**config.mk**
```make
export PLATFORM = sky130hd
export DESIGN_NAME = cap_slave_port_flat
export DESIGN_NICKNAME = d
export VERILOG_FILES = /design/src/cap_pkg.sv /design/src/cap_if.sv /design/src/cap_slave_port.sv /design/src/flat_wrapper.sv
export SDC_FILE = /design/constraint.sdc
export NUM_CORES = 1
export LEC_CHECK = 0
export CAP_MARGIN = 5
export CORE_AREA = 2 2 260 262
export CTS_CLUSTER_DIAMETER = 60
export DETAILED_ROUTE_END_ITERATION = 16
export DIE_AREA = 0 0 262 264
export DONT_BUFFER_PORTS = 1
export PLACE_DENSITY = 0.36
export SKIP_LAST_GASP = 1
export SYNTH_ARGS = -nofsm -noshare
export SYNTH_HDL_FRONTEND = slang
export SYNTH_SLANG_ARGS = --single-unit
```
**constraint.sdc**
```tcl
create_clock -name clk -period 4.6 [get_ports clk]
set_clock_uncertainty 0.05 [all_clocks]
set_input_delay 0 -clock clk [delete_from_list [all_inputs] [get_ports clk]]
set_output_delay 0 -clock clk [all_outputs]
set_load 0.01 [all_outputs]
```
**src/cap_pkg.sv**
```systemverilog
// package for the coherent accelerator port: widths, encodings, limits
package cap_pkg;
    localparam int CAP_DATA_W = 128;
    localparam int CAP_STRB_W = 16;
    localparam int CAP_ADDR_W = 40;
    localparam int CAP_ID_W = 6;
    localparam int CAP_LEN_W = 8;
    localparam logic [7:0] CAP_LEN_ONE = 8'h00;
    localparam logic [7:0] CAP_LEN_FOUR = 8'h03;
    localparam logic [3:0] CAP_ATTR_A = 4'h7;
    localparam logic [3:0] CAP_ATTR_B = 4'hB;
    localparam logic [3:0] CAP_ATTR_C = 4'hF;
    localparam int CAP_ATTR_WALLOC_BIT = 3;
    localparam logic [2:0] CAP_SIZE_FIXED = 3'h4;
    localparam logic [1:0] CAP_BURST_INCR = 2'h1;
    localparam logic [3:0] CAP_RD_SNOOP = 4'h0;
    localparam logic [5:0] CAP_A16_MASK = 6'h0F;
    localparam logic [5:0] CAP_A64_MASK = 6'h3F;
    localparam logic [1:0] CAP_RESP_OKAY = 2'h0;
    localparam logic [1:0] CAP_RESP_SLVERR = 2'h2;
    localparam int CAP_MAX_WR = 33;
    localparam int CAP_MAX_RD = 33;
    localparam int CAP_MAX_ALL = 34;
    localparam int CAP_CNT_W = 6;
    localparam int CAP_BUF_DEPTH = 2;
    localparam int CAP_RMW_CYC = 2;
    localparam logic [CAP_STRB_W-1:0] CAP_STRB_ALL = 16'hFFFF;
    // write transaction types
    typedef enum logic [3:0] {
        CAP_WR_UNIQUE_PTL = 4'h0,
        CAP_WR_UNIQUE_FULL = 4'h1,
        CAP_WR_UNIQUE_PTL_STASH = 4'h8,
        CAP_WR_UNIQUE_FULL_STASH = 4'h9,
        CAP_STASH_ONCE_SHARED = 4'hC,
        CAP_STASH_ONCE_UNIQUE = 4'hD
    } cap_wtype_t;
    // where a write ends up
    typedef enum logic [1:0] {
        CAP_DEST_SHARED,
        CAP_DEST_CORE,
        CAP_DEST_MEMORY
    } cap_dest_t;
endpackage : cap_pkg

```
**src/cap_if.sv**
```systemverilog
// interface joining the accelerator master and the coherent slave port
`timescale 1ns/100ps
`default_nettype none
interface cap_if;
    import cap_pkg::*;
    logic aw_valid;
    logic aw_ready;
    logic [CAP_ADDR_W-1:0] wr_addr;
    logic [CAP_LEN_W-1:0] wr_burst_len;
    logic [3:0] wr_cache_attr;
    logic [3:0] wr_txn_type;
    logic [1:0] wr_share_domain;
    logic stash_target_enable;
    logic [3:0] stash_target_id;
    logic [CAP_ID_W-1:0] aw_id;
    logic w_valid;
    logic w_ready;
    logic [CAP_DATA_W-1:0] w_data;
    logic [CAP_STRB_W-1:0] wr_byte_strobes;
    logic w_last;
    logic b_valid;
    logic b_ready;
    logic [1:0] wr_resp;
    logic [CAP_ID_W-1:0] b_id;
    logic ar_valid;
    logic ar_ready;
    logic [CAP_ADDR_W-1:0] rd_addr;
    logic [CAP_LEN_W-1:0] rd_burst_len;
    logic [3:0] rd_cache_attr;
    logic [1:0] rd_share_domain;
    logic [CAP_ID_W-1:0] ar_id;
    logic r_valid;
    logic r_ready;
    logic [CAP_DATA_W-1:0] r_data;
    logic [1:0] rd_resp;
    logic r_last;
    logic [CAP_ID_W-1:0] r_id;
    modport dev (
        input aw_valid, wr_addr, wr_burst_len, wr_cache_attr, wr_txn_type, wr_share_domain,
        input stash_target_enable, stash_target_id, aw_id, w_valid, w_data,
        input wr_byte_strobes, w_last, b_ready, ar_valid, rd_addr, rd_burst_len,
        input rd_cache_attr, rd_share_domain, ar_id, r_ready,
        output aw_ready, w_ready, b_valid, wr_resp, b_id, ar_ready, r_valid, r_data,
        output rd_resp, r_last, r_id
    );
    modport mst (
        output aw_valid, wr_addr, wr_burst_len, wr_cache_attr, wr_txn_type, wr_share_domain,
        output stash_target_enable, stash_target_id, aw_id, w_valid, w_data,
        output wr_byte_strobes, w_last, b_ready, ar_valid, rd_addr, rd_burst_len,
        output rd_cache_attr, rd_share_domain, ar_id, r_ready,
        input aw_ready, w_ready, b_valid, wr_resp, b_id, ar_ready, r_valid, r_data,
        input rd_resp, r_last, r_id
    );
endinterface : cap_if
`default_nettype wire

```
**src/cap_slave_port.sv**
```systemverilog
// device end of the accelerator port
// Functional notes
// - 128-bit read and write data, line-oriented
// - master uses only cacheable attribute codes; this master passes any req_attr through
// - coherency lookup in shared and core caches
// - writes stash to shared or chosen core
// - no exclusive access, no lock signals
// - no barriers; response after global observation
// - no size signal; assume 16-byte beats
// - assume incrementing burst, read snoop zero
// - reads: 16B aligned or 64B aligned
// - 16B writes: length 0, partial types
// - 64B writes: length 3, full needs strobes
// - partial-stash write handled as partial write
// - full stash: 64B, aligned, all strobes
// - dataless stash: length 3, no beats
// - target core on id bits 3:1
// - violations answered with slave error
// - partial writes done as read-modify-write
// - untargeted: allocate on write-allocate bit
// - untargeted full stash equals full write
// - targeted full or dataless stash allocates to core
// - limits 33 writes, 33 reads, 34 total
// - master keeps one outstanding per id
`timescale 1ns/100ps
`default_nettype none
module cap_slave_port #(
    parameter int MAX_WR = cap_pkg::CAP_MAX_WR,
    parameter int MAX_RD = cap_pkg::CAP_MAX_RD,
    parameter int MAX_ALL = cap_pkg::CAP_MAX_ALL
) (
    input wire logic clk, // system clock
    input wire logic srst, // synchronous reset, active high
    cap_if.dev port, // accelerator side, no lock signals
    output logic lookup_valid, // coherency lookup pulse
    output logic [cap_pkg::CAP_ADDR_W-1:0] lookup_addr, // line looked up
    output logic wr_commit_valid, // write committed pulse
    output logic [cap_pkg::CAP_ADDR_W-1:0] wr_commit_addr, // committed line address
    output cap_pkg::cap_dest_t wr_commit_dest, // shared cache, core or memory
    output logic [2:0] wr_commit_core, // target core number
    output logic wr_commit_rmw, // write was read-modify-write
    input wire logic [cap_pkg::CAP_DATA_W-1:0] mem_rd_data, // line data for reads
    output logic [5:0] rd_outstanding, // reads in flight
    output logic [5:0] wr_outstanding // writes in flight
);
    import cap_pkg::*;

    function automatic logic attr_ok(input logic [3:0] a);
        attr_ok = a inside {CAP_ATTR_A, CAP_ATTR_B, CAP_ATTR_C};
    endfunction : attr_ok

    function automatic logic shape_ok(input logic [CAP_LEN_W-1:0] len,
                                      input logic [5:0] low);
        shape_ok = ((len == CAP_LEN_ONE) && ((low & CAP_A16_MASK) == 6'h00)) ||
                   ((len == CAP_LEN_FOUR) && ((low & CAP_A64_MASK) == 6'h00));
    endfunction : shape_ok

    typedef enum {W_IDLE, W_DATA, W_RMW, W_RESP} cap_wst_t;
    typedef enum {R_IDLE, R_DATA} cap_rst_t;

    cap_wst_t wst_r;
    cap_rst_t rst_r;
    logic [5:0] wcnt_r, rcnt_r;
    logic [CAP_ADDR_W-1:0] waddr_r;
    logic [CAP_ID_W-1:0] wid_r, rid_r;
    logic [3:0] wtype_r, wattr_r;
    logic wtgt_en_r, werr_r, rerr_r, wfull_r;
    logic [2:0] wcore_r;
    logic [1:0] rbeat_r, rlen_r, rmw_cnt_r;
    logic aw_take, ar_take, b_done, r_done, w_take;
    logic wr_room, rd_room, aw_legal, is_ptl, is_fullw, is_fstash, is_dl;

    // write type decode
    assign is_ptl = port.wr_txn_type inside {CAP_WR_UNIQUE_PTL, CAP_WR_UNIQUE_PTL_STASH};
    assign is_fullw = port.wr_txn_type == CAP_WR_UNIQUE_FULL;
    assign is_fstash = port.wr_txn_type == CAP_WR_UNIQUE_FULL_STASH;
    assign is_dl = port.wr_txn_type inside {CAP_STASH_ONCE_SHARED, CAP_STASH_ONCE_UNIQUE};
    // write request legality
    assign aw_legal = attr_ok(port.wr_cache_attr) && shape_ok(port.wr_burst_len,
                      port.wr_addr[5:0]) &&
                      (is_ptl || ((is_fullw || is_fstash || is_dl) &&
                      port.wr_burst_len == CAP_LEN_FOUR));

    // limits gate address ready
    assign wr_room = (32'(wcnt_r) < MAX_WR) && (32'(wcnt_r) + 32'(rcnt_r) < MAX_ALL);
    assign rd_room = (32'(rcnt_r) < MAX_RD) && (32'(wcnt_r) + 32'(rcnt_r) < MAX_ALL);
    assign port.aw_ready = (wst_r == W_IDLE) && wr_room;
    assign port.ar_ready = (rst_r == R_IDLE) && rd_room && !(port.aw_valid && port.aw_ready
                           );
    assign aw_take = port.aw_valid && port.aw_ready;
    assign ar_take = port.ar_valid && port.ar_ready;
    assign w_take = port.w_valid && port.w_ready;
    assign b_done = port.b_valid && port.b_ready;
    assign r_done = port.r_valid && port.r_ready && port.r_last;
    assign port.w_ready = wst_r == W_DATA;
    assign port.b_valid = wst_r == W_RESP;
    assign port.r_valid = rst_r == R_DATA;
    assign port.r_last = rbeat_r == rlen_r;
    assign rd_outstanding = rcnt_r;
    assign wr_outstanding = wcnt_r;

    // in-flight counters
    always_ff @(posedge clk) begin
        if (srst) begin
            wcnt_r <= '0;
            rcnt_r <= '0;
        end else begin
            wcnt_r <= wcnt_r + 6'(aw_take) - 6'(b_done);
            rcnt_r <= rcnt_r + 6'(ar_take) - 6'(r_done);
        end
    end

    // write sequencer
    always_ff @(posedge clk) begin
        if (srst) begin
            wst_r <= W_IDLE;
            waddr_r <= '0;
            wid_r <= '0;
            wtype_r <= '0;
            wattr_r <= '0;
            wtgt_en_r <= 1'b0;
            wcore_r <= '0;
            werr_r <= 1'b0;
            wfull_r <= 1'b1;
            rmw_cnt_r <= '0;
        end else begin
            unique case (wst_r)
                W_IDLE: if (aw_take) begin
                    waddr_r <= port.wr_addr;
                    wid_r <= port.aw_id;
                    wtype_r <= port.wr_txn_type;
                    wattr_r <= port.wr_cache_attr;
                    wtgt_en_r <= port.stash_target_enable;
                    wcore_r <= port.stash_target_id[3:1];
                    werr_r <= !aw_legal;
                    wfull_r <= 1'b1;
                    wst_r <= is_dl ? W_RESP : W_DATA;
                end
                W_DATA: if (w_take) begin
                    if (port.wr_byte_strobes != CAP_STRB_ALL) begin
                        wfull_r <= 1'b0;
                    end
                    if (port.w_last) begin
                        rmw_cnt_r <= '0;
                        wst_r <= W_RMW;
                    end
                end
                W_RMW: begin
                    // merge stage
                    rmw_cnt_r <= rmw_cnt_r + 2'h1;
                    if (wtype_r inside {CAP_WR_UNIQUE_FULL, CAP_WR_UNIQUE_FULL_STASH}) begin
                        if (!wfull_r) begin
                            werr_r <= 1'b1;
                        end
                        wst_r <= W_RESP;
                    end else if (32'(rmw_cnt_r) == CAP_RMW_CYC - 1) begin
                        wst_r <= W_RESP;
                    end
                end
                W_RESP: if (b_done) begin
                    wst_r <= W_IDLE;
                end
            endcase
        end
    end

    // lookup and commit pulses
    always_ff @(posedge clk) begin
        if (srst) begin
            lookup_valid <= 1'b0;
            lookup_addr <= '0;
            wr_commit_valid <= 1'b0;
            wr_commit_addr <= '0;
            wr_commit_dest <= CAP_DEST_SHARED;
            wr_commit_core <= '0;
            wr_commit_rmw <= 1'b0;
        end else begin
            lookup_valid <= (aw_take && aw_legal) || (ar_take && attr_ok(port.rd_cache_attr)
                            && shape_ok(port.rd_burst_len, port.rd_addr[5:0]));
            lookup_addr <= aw_take ? port.wr_addr : port.rd_addr;
            wr_commit_valid <= (wst_r == W_RESP) && b_done && !werr_r;
            wr_commit_addr <= waddr_r;
            wr_commit_core <= wcore_r;
            wr_commit_rmw <= wtype_r inside {CAP_WR_UNIQUE_PTL, CAP_WR_UNIQUE_PTL_STASH};
            if (wtgt_en_r && wtype_r != CAP_WR_UNIQUE_PTL_STASH) begin
                wr_commit_dest <= CAP_DEST_CORE;
            end else if (wattr_r[CAP_ATTR_WALLOC_BIT]) begin
                wr_commit_dest <= CAP_DEST_SHARED;
            end else begin
                wr_commit_dest <= CAP_DEST_MEMORY;
            end
        end
    end

    assign port.b_id = wid_r;
    assign port.wr_resp = werr_r ? CAP_RESP_SLVERR : CAP_RESP_OKAY;

    // read sequencer: 16-byte incrementing beats
    always_ff @(posedge clk) begin
        if (srst) begin
            rst_r <= R_IDLE;
            rid_r <= '0;
            rerr_r <= 1'b0;
            rbeat_r <= '0;
            rlen_r <= '0;
        end else begin
            unique case (rst_r)
                R_IDLE: if (ar_take) begin
                    rid_r <= port.ar_id;
                    rerr_r <= !(attr_ok(port.rd_cache_attr) &&
                              shape_ok(port.rd_burst_len, port.rd_addr[5:0]));
                    rlen_r <= port.rd_burst_len[1:0];
                    rbeat_r <= '0;
                    rst_r <= R_DATA;
                end
                R_DATA: if (port.r_valid && port.r_ready) begin
                    rbeat_r <= rbeat_r + 2'h1;
                    if (port.r_last) begin
                        rst_r <= R_IDLE;
                    end
                end
            endcase
        end
    end

    assign port.r_id = rid_r;
    assign port.rd_resp = rerr_r ? CAP_RESP_SLVERR : CAP_RESP_OKAY;
    assign port.r_data = rerr_r ? '0 : mem_rd_data;
endmodule : cap_slave_port
`default_nettype wire

```
**src/flat_wrapper.sv**
```systemverilog
// flat-port wrapper written by rule: the top's interface ports become plain ports
module cap_slave_port_flat import cap_pkg::*;
#(
    parameter int MAX_WR = cap_pkg::CAP_MAX_WR,
    parameter int MAX_RD = cap_pkg::CAP_MAX_RD,
    parameter int MAX_ALL = cap_pkg::CAP_MAX_ALL
)
  (clk, srst, lookup_valid, lookup_addr, wr_commit_valid, wr_commit_addr, wr_commit_dest, wr_commit_core, wr_commit_rmw, mem_rd_data, rd_outstanding, wr_outstanding, port_aw_valid, port_wr_addr, port_wr_burst_len, port_wr_cache_attr, port_wr_txn_type, port_wr_share_domain, port_stash_target_enable, port_stash_target_id, port_aw_id, port_w_valid, port_w_data, port_wr_byte_strobes, port_w_last, port_b_ready, port_ar_valid, port_rd_addr, port_rd_burst_len, port_rd_cache_attr, port_rd_share_domain, port_ar_id, port_r_ready, port_aw_ready, port_w_ready, port_b_valid, port_wr_resp, port_b_id, port_ar_ready, port_r_valid, port_r_data, port_rd_resp, port_r_last, port_r_id);
  cap_if port_i ();
  input wire logic clk;
  input wire logic srst;
  output logic lookup_valid;
  output logic [cap_pkg::CAP_ADDR_W-1:0] lookup_addr;
  output logic wr_commit_valid;
  output logic [cap_pkg::CAP_ADDR_W-1:0] wr_commit_addr;
  output cap_pkg::cap_dest_t wr_commit_dest;
  output logic [2:0] wr_commit_core;
  output logic wr_commit_rmw;
  input wire logic [cap_pkg::CAP_DATA_W-1:0] mem_rd_data;
  output logic [5:0] rd_outstanding;
  output logic [5:0] wr_outstanding;
  input wire logic [$bits(port_i.aw_valid)-1:0] port_aw_valid;
  input wire logic [$bits(port_i.wr_addr)-1:0] port_wr_addr;
  input wire logic [$bits(port_i.wr_burst_len)-1:0] port_wr_burst_len;
  input wire logic [$bits(port_i.wr_cache_attr)-1:0] port_wr_cache_attr;
  input wire logic [$bits(port_i.wr_txn_type)-1:0] port_wr_txn_type;
  input wire logic [$bits(port_i.wr_share_domain)-1:0] port_wr_share_domain;
  input wire logic [$bits(port_i.stash_target_enable)-1:0] port_stash_target_enable;
  input wire logic [$bits(port_i.stash_target_id)-1:0] port_stash_target_id;
  input wire logic [$bits(port_i.aw_id)-1:0] port_aw_id;
  input wire logic [$bits(port_i.w_valid)-1:0] port_w_valid;
  input wire logic [$bits(port_i.w_data)-1:0] port_w_data;
  input wire logic [$bits(port_i.wr_byte_strobes)-1:0] port_wr_byte_strobes;
  input wire logic [$bits(port_i.w_last)-1:0] port_w_last;
  input wire logic [$bits(port_i.b_ready)-1:0] port_b_ready;
  input wire logic [$bits(port_i.ar_valid)-1:0] port_ar_valid;
  input wire logic [$bits(port_i.rd_addr)-1:0] port_rd_addr;
  input wire logic [$bits(port_i.rd_burst_len)-1:0] port_rd_burst_len;
  input wire logic [$bits(port_i.rd_cache_attr)-1:0] port_rd_cache_attr;
  input wire logic [$bits(port_i.rd_share_domain)-1:0] port_rd_share_domain;
  input wire logic [$bits(port_i.ar_id)-1:0] port_ar_id;
  input wire logic [$bits(port_i.r_ready)-1:0] port_r_ready;
  output wire logic [$bits(port_i.aw_ready)-1:0] port_aw_ready;
  output wire logic [$bits(port_i.w_ready)-1:0] port_w_ready;
  output wire logic [$bits(port_i.b_valid)-1:0] port_b_valid;
  output wire logic [$bits(port_i.wr_resp)-1:0] port_wr_resp;
  output wire logic [$bits(port_i.b_id)-1:0] port_b_id;
  output wire logic [$bits(port_i.ar_ready)-1:0] port_ar_ready;
  output wire logic [$bits(port_i.r_valid)-1:0] port_r_valid;
  output wire logic [$bits(port_i.r_data)-1:0] port_r_data;
  output wire logic [$bits(port_i.rd_resp)-1:0] port_rd_resp;
  output wire logic [$bits(port_i.r_last)-1:0] port_r_last;
  output wire logic [$bits(port_i.r_id)-1:0] port_r_id;
  assign port_i.aw_valid = port_aw_valid;
  assign port_i.wr_addr = port_wr_addr;
  assign port_i.wr_burst_len = port_wr_burst_len;
  assign port_i.wr_cache_attr = port_wr_cache_attr;
  assign port_i.wr_txn_type = port_wr_txn_type;
  assign port_i.wr_share_domain = port_wr_share_domain;
  assign port_i.stash_target_enable = port_stash_target_enable;
  assign port_i.stash_target_id = port_stash_target_id;
  assign port_i.aw_id = port_aw_id;
  assign port_i.w_valid = port_w_valid;
  assign port_i.w_data = port_w_data;
  assign port_i.wr_byte_strobes = port_wr_byte_strobes;
  assign port_i.w_last = port_w_last;
  assign port_i.b_ready = port_b_ready;
  assign port_i.ar_valid = port_ar_valid;
  assign port_i.rd_addr = port_rd_addr;
  assign port_i.rd_burst_len = port_rd_burst_len;
  assign port_i.rd_cache_attr = port_rd_cache_attr;
  assign port_i.rd_share_domain = port_rd_share_domain;
  assign port_i.ar_id = port_ar_id;
  assign port_i.r_ready = port_r_ready;
  assign port_aw_ready = port_i.aw_ready;
  assign port_w_ready = port_i.w_ready;
  assign port_b_valid = port_i.b_valid;
  assign port_wr_resp = port_i.wr_resp;
  assign port_b_id = port_i.b_id;
  assign port_ar_ready = port_i.ar_ready;
  assign port_r_valid = port_i.r_valid;
  assign port_r_data = port_i.r_data;
  assign port_rd_resp = port_i.rd_resp;
  assign port_r_last = port_i.r_last;
  assign port_r_id = port_i.r_id;
  cap_slave_port #(.MAX_WR(MAX_WR), .MAX_RD(MAX_RD), .MAX_ALL(MAX_ALL)) u_core (.clk(clk), .srst(srst), .port(port_i), .lookup_valid(lookup_valid), .lookup_addr(lookup_addr), .wr_commit_valid(wr_commit_valid), .wr_commit_addr(wr_commit_addr), .wr_commit_dest(wr_commit_dest), .wr_commit_core(wr_commit_core), .wr_commit_rmw(wr_commit_rmw), .mem_rd_data(mem_rd_data), .rd_outstanding(rd_outstanding), .wr_outstanding(wr_outstanding));
endmodule
```
### Word level (Yosys, flattened, before mapping)

Cells that the tools add are included.

* input bits: 409
* register bits after elaboration: 237
* output and inout port bits: 250

* $add $sub $neg: 7
* mux-type cells: 32
* equal/unequal tests: 38
* magnitude comparators: 3
* reduce and logical (&&, ||, !) cells: 65

Operator list (count)
* 2-to-1 mux 32 bit: 9
* equality test 32 x 2 -> 1 bit, second input constant: 4
* logical NOT 32 bit: 4
* 2-to-1 mux 128 bit: 1
* case mux 32 bit (4 select lines): 1
* equality test 32 x 1 -> 1 bit, second input constant: 2
* case mux 32 bit (2 select lines): 1
* equality test 4 bit, second input constant: 10
* 2-to-1 mux 40 bit: 1
* equality test 32 x 3 -> 1 bit, second input constant: 1
* < comparator 32 x 6 -> 1 bit, second input constant: 1
* logical AND 1 bit: 25
* logical NOT 6 bit: 4
* equality test 8 x 2 -> 1 bit, second input constant: 2
* logical NOT 8 bit: 2
* 2-to-1 mux 2 bit: 8
* != test 16 bit, second input constant: 1
* != test 2 x 1 -> 1 bit, second input constant: 8
* nonzero test 2 bit: 7
* adder 6 x 1 -> 6 bit: 2
* < comparator 6 bit, second input constant: 2
* subtractor 6 x 1 -> 6 bit: 2
* equality test 4 x 1 -> 1 bit, second input constant: 2
* equality test 4 x 3 -> 1 bit, second input constant: 2
* other kinds (19): 43

### Depth between registers and ports, before layout

* word-level depth: 11
* depth in mapped cells: 16
* mapped depth without buffers: 14

### Least setup slack after synthesis

No wires, ideal clock.

* path kind: register to register
* from: register u_core.wcnt_r[0] (netlist: u_core.wr_outstanding[0])
* to: register u_core.wcnt_r[4] (netlist: u_core.wr_outstanding[4])
* path buffers: 2
* setup time: 128 ps
* setup slack: 1492 ps
* cell stages (with the launch flop): 17
* data arrival time: 2931 ps
* path through: dfxtp_1 inv_1 nor2_1 fa_1 nand3_1 and3b_1 o221ai_1 a21oi_1 buf_4 buf_4 ha_1 fa_1 a21oi_1 nor2_1 nor2_1 xor2_1 nor2_1

* cells in the longest elaborated chain, start to end: 7

Ends and longest elaborated chain
* start: declaration: line cap_slave_port.sv:63 `logic [5:0] wcnt_r, rcnt_r;`
* start signal: assignment: line cap_slave_port.sv:108 `wcnt_r <= wcnt_r + 6'(aw_take) - 6'(b_done);`
* adder 6 x 6 -> 7 bit: line cap_slave_port.sv:85 `assign wr_room = (32'(wcnt_r) < MAX_WR) && (32'(wcnt_r) + 32'(rcnt_r) < MAX_ALL);`
* < comparator 32 x 6 -> 1 bit: line cap_slave_port.sv:85
* logical AND 1 bit: line cap_slave_port.sv:85
* logical AND 1 bit: line cap_slave_port.sv:87 `assign port.aw_ready = (wst_r == W_IDLE) && wr_room;`
* logical AND 1 bit: line cap_slave_port.sv:90 `assign aw_take = port.aw_valid && port.aw_ready;`
* adder 6 x 1 -> 6 bit (*): line cap_slave_port.sv:108
* subtractor 6 x 1 -> 6 bit (*): line cap_slave_port.sv:108

Every way passes the cells marked *; elsewhere a longest branch is shown, timed or not.
A chain may end at the register's enable or synchronous reset.

### Worst setup path after layout

* from: register u_core.wcnt_r[0] (netlist: u_core.wr_outstanding[0])
* to: register u_core.lookup_valid

* cells in the longest elaborated chain, start to end: 11

Ends and longest elaborated chain
* adder 6 x 6 -> 7 bit: line cap_slave_port.sv:85, cap_slave_port.sv:86
* < comparator 32 x 6 -> 1 bit: line cap_slave_port.sv:85, cap_slave_port.sv:86
* logical AND 1 bit: line cap_slave_port.sv:85
* logical AND 1 bit: line cap_slave_port.sv:87
* logical AND 1 bit: line cap_slave_port.sv:88, cap_slave_port.sv:90
* logical NOT 1 bit: line cap_slave_port.sv:88 `assign port.ar_ready = (rst_r == R_IDLE) && rd_room && !(port.aw_valid && port.aw_ready`
* logical AND 1 bit: line cap_slave_port.sv:88
* logical AND 1 bit: line cap_slave_port.sv:91 `assign ar_take = port.ar_valid && port.ar_ready;`
* logical AND 1 bit: line cap_slave_port.sv:178 `lookup_valid <= (aw_take && aw_legal) || (ar_take && attr_ok(port.rd_cache_attr)`
* logical AND 1 bit: line cap_slave_port.sv:179 `&& shape_ok(port.rd_burst_len, port.rd_addr[5:0]));`
* logical OR 1 bit (*): line cap_slave_port.sv:178
* end signal: assignment: line cap_slave_port.sv:178
* end: declaration: line cap_slave_port.sv:35 `output logic lookup_valid,`

Marked as above.

==> results.json <==
{
  "status": "finished, final reports clean",
  "antenna_found_initial": 28,
  "drc_errors": 0,
  "utilization_pct": 16.1,
  "place_congestion": 0.758,
  "start_util_pct": 11.6,
  "synth.most_common_cell": "nor2b_1",
  "core_area_um2": 66600,
  "grt_pass1_wl_um": 52100,
  "routed_wl_um": 40100,
  "syn-cell-area_um2": 7700,
  "synth-compound-area-share_pct": 4.44,
  "ys_seq_elements": 173,
  "async_reset_ff_share_pct": 0,
  "synthSimpleGateAreaFrac_pct": 25.7,
  "yosysWarnings": 0,
  "vias": 6172,
  "yosysUniqueCellTypes": 53,
  "cts_resized": 0,
  "cp.arrival_ns": 4.39,
  "synth_fa_ha_area_share_pct": 5.65,
  "crit_required_ns": 4.96,
  "wl_per_cell_um": 22.0,
  "vdd_drop_max_mv": 0.352,
  "p_leak_nw": 3.95,
  "ys.flop_type": "dfxtp_1",
  "rr_worst_depth": 13,
  "maxCapViolations": 0,
  "dp_hpwl_um": 32300,
  "min_period_ns": 4.03,
  "worst_pin_slew_ns": 0.933,
  "path_class": "register to register",
  "syn_inst": 812,
  "dieWidth_um": 262,
  "synth_area_per_cell_um2": 9.48,
  "min_path_cells": 1,
  "ys_seq_area_share_pct": 45.0,
  "ant_nets": 0,
  "synthMuxAreaShare_pct": 13.7,
  "yosys.area.top_type": "dfxtp_1",
  "synthTopCellsByCount": "nor2b_1 (177), dfxtp_1 (173), nor2_1 (135), mux2i_1 (104), clkbuf_1 (33)",
  "cts_sinks": 173,
  "port-buffer-count": 0,
  "synth-xor-area-share_pct": 1.25,
  "via_per_inst": 3.38,
  "synth_top_family_by_area": "simple AND/OR/NAND/NOR gates",
  "final_hold_viol_count": 0,
  "finalSetupViolCount": 0,
  "synthTopCellsByArea": "dfxtp_1 (45%), nor2b_1 (14%), mux2i_1 (14%)",
  "synth-edff-count": 0,
  "drive_above_1_share_pct": 5.51,
  "clock-root-buffer": "clkbuf_16",
  "netlist.area_leader.share_pct": 45.0,
  "pwr_density_cell_nw_per_um2": 656,
  "numCtsBuffers": 17,
  "clkTransAtPathRegs_ns": 0.08,
  "cts_tree": "built",
  "crit_path_max_fanout": 45,
  "drtIter0Drc": 179,
  "critPathLaunchType": "register",
  "cp-end-kind": "register",
  "io_pins": 659,
  "clk_latency_ns": 0.46,
  "final_area_um2": 10700,
  "nNetsFinal": 1373,
  "grt.total_usage_pct": 11.2,
  "hold_class": "input port to output port",
  "tns_ns": 0,
  "rows": 95,
  "slew_headroom_pct": 37.7,
  "first_pass_iters": 4,
  "fmax_mhz": 248,
  "grt_max_degree": 176,
  "post-route-period-util_pct": 87.6,
  "dpl_cell_area_um2": 8670,
  "slew_viol_final": 0,
  "die-height_um": 264,
  "rsz0062_at_grt": "false",
  "overflow": 0,
  "cts_max_level": 4,
  "area_delta_synth_final_pct": 38.9,
  "clockBufferDepth": 2,
  "grt_pass1_vias": 6430,
  "dieArea_um2": 69200
}
[metal layers]
layer	up-vias	wire length, um	track usage, %
li1	2905	-	-
met1	2787	12400	9.49
met2	384	22200	22.3
met3	82	3550	4.21
met4	14	1930	5.70
met5	-	87	0.142
[cell families (layout without fill, tap and decap cells)]
kind of cell,count (synthesis),after routing
mux,105,105
compound gates,45,45
xor+xnor,11,11
buf+inv,72,203
simple gates,372,372
fa+ha+maj,33,33
other cells,1,9
flops,173,173
[worst max-delay path, stage by stage (launching register included)]
cell and delay (ns):
dfxtp_1 0.40, inv_1 0.17, nor2_1 0.08, fa_1 0.39
nand3_1 0.12, a21oi_1 0.08, or3b_2 0.48, a21oi_4 0.16
buf_4 0.18, buf_12 0.27, nand3_1 0.21, dlygate4sd3_1 0.66
a21oi_1 0.15, dlygate4sd3_1 0.56
[per-stage QoR]
stage | cells | hold WS (ns) | power, mW | worst slack, ns
floorplan | 813 | 0.0871 | 4.48 | 1.49
global placement | 1646 | 0.0385 | 5.36 | 1.10
detailed placement | 1647 | 0.0403 | 5.38 | 1.12
CTS | 1816 | 0.00329 | 7.23 | 0.485
global route | 1823 | 0.0951 | 7.54 | 0.326
finish | 1824 | 0.0885 | 7.02 | 0.572
[worst paths after layout]
path	to	start	slack [ns]
setup / recovery	u_core.lookup_valid$_SDFF_PP0_	u_core.wr_outstanding[0]$_SDFF_PP0_	0.57
hold / removal	port_r_data[111]	mem_rd_data[111]	0.09
setup reg to reg	u_core.lookup_valid$_SDFF_PP0_	u_core.wr_outstanding[0]$_SDFF_PP0_	0.57
hold reg to reg	u_core.wr_commit_dest[1]$_SDFF_PP0_	u_core.wattr_r[3]$_SDFFE_PP0P_	0.38
[sequential cells by signal (all words and copies together), names as in the netlist, 3 cells and up]
name	cells
u_core.wcore_r	3
u_core.lookup_addr	40
u_core.port.b_id	6
u_core.wr_outstanding	6
u_core.wr_commit_core	3
u_core.wr_commit_addr	40
u_core.rd_outstanding	6
u_core.wtype_r	4
u_core.port.r_id	6
u_core.waddr_r	40
[what timing repair did]
action,4_1_cts,5_1_grt
endpoints found under the hold margin,173,3
hold buffers,137,1
setup buffers,0,0
[layout by cell type, fill, tap and decap left out, types with 2 or more instances in the layout]
master and instances:
a2111oi_4 2, a211oi_1 2, a21o_1 4, a21oi_1 16
and3b_1 3, buf_12 2, buf_4 7, bufinv_16 3
clkbuf_1 2, clkbuf_16 17, clkinv_4 3, conb_1 2
dfxtp_1 172, diode_2 7, dlygate4sd3_1 137, fa_1 3
ha_1 30, inv_1 23, inv_6 6, mux2i_1 104
nand2_1 14, nand2b_1 2, nand3_1 6, nand3b_1 4
nand4_1 6, nor2_1 135, nor2b_1 177, nor3_1 3
nor3b_1 3, nor4_1 8, o21ai_0 3, o21bai_1 2
o22ai_1 2, or3_1 2, xnor2_1 4, xor2_1 7
[where the power goes]
| group | internal [mW] | leakage, nW | switching, mW |
|---|---|---|---|
| registers | 1.93 | 1.42 | 0.447 |
| clock network | 0.868 | 0.294 | 0.690 |
| logic | 1.25 | 2.24 | 1.83 |
| total | 4.05 | 3.95 | 2.97 |
[cell type report]
type	count	area [um2]
clock buffers	19	433
flip-flops and latches	173	3470
multi-input cells	568	3930
repair buffers	148	1500
inverters	23	86.3
fillers	7409	55900
clock inverters	13	176
diodes	7	17.5
well taps	873	1090
Power figures use the tool's default switching activity.
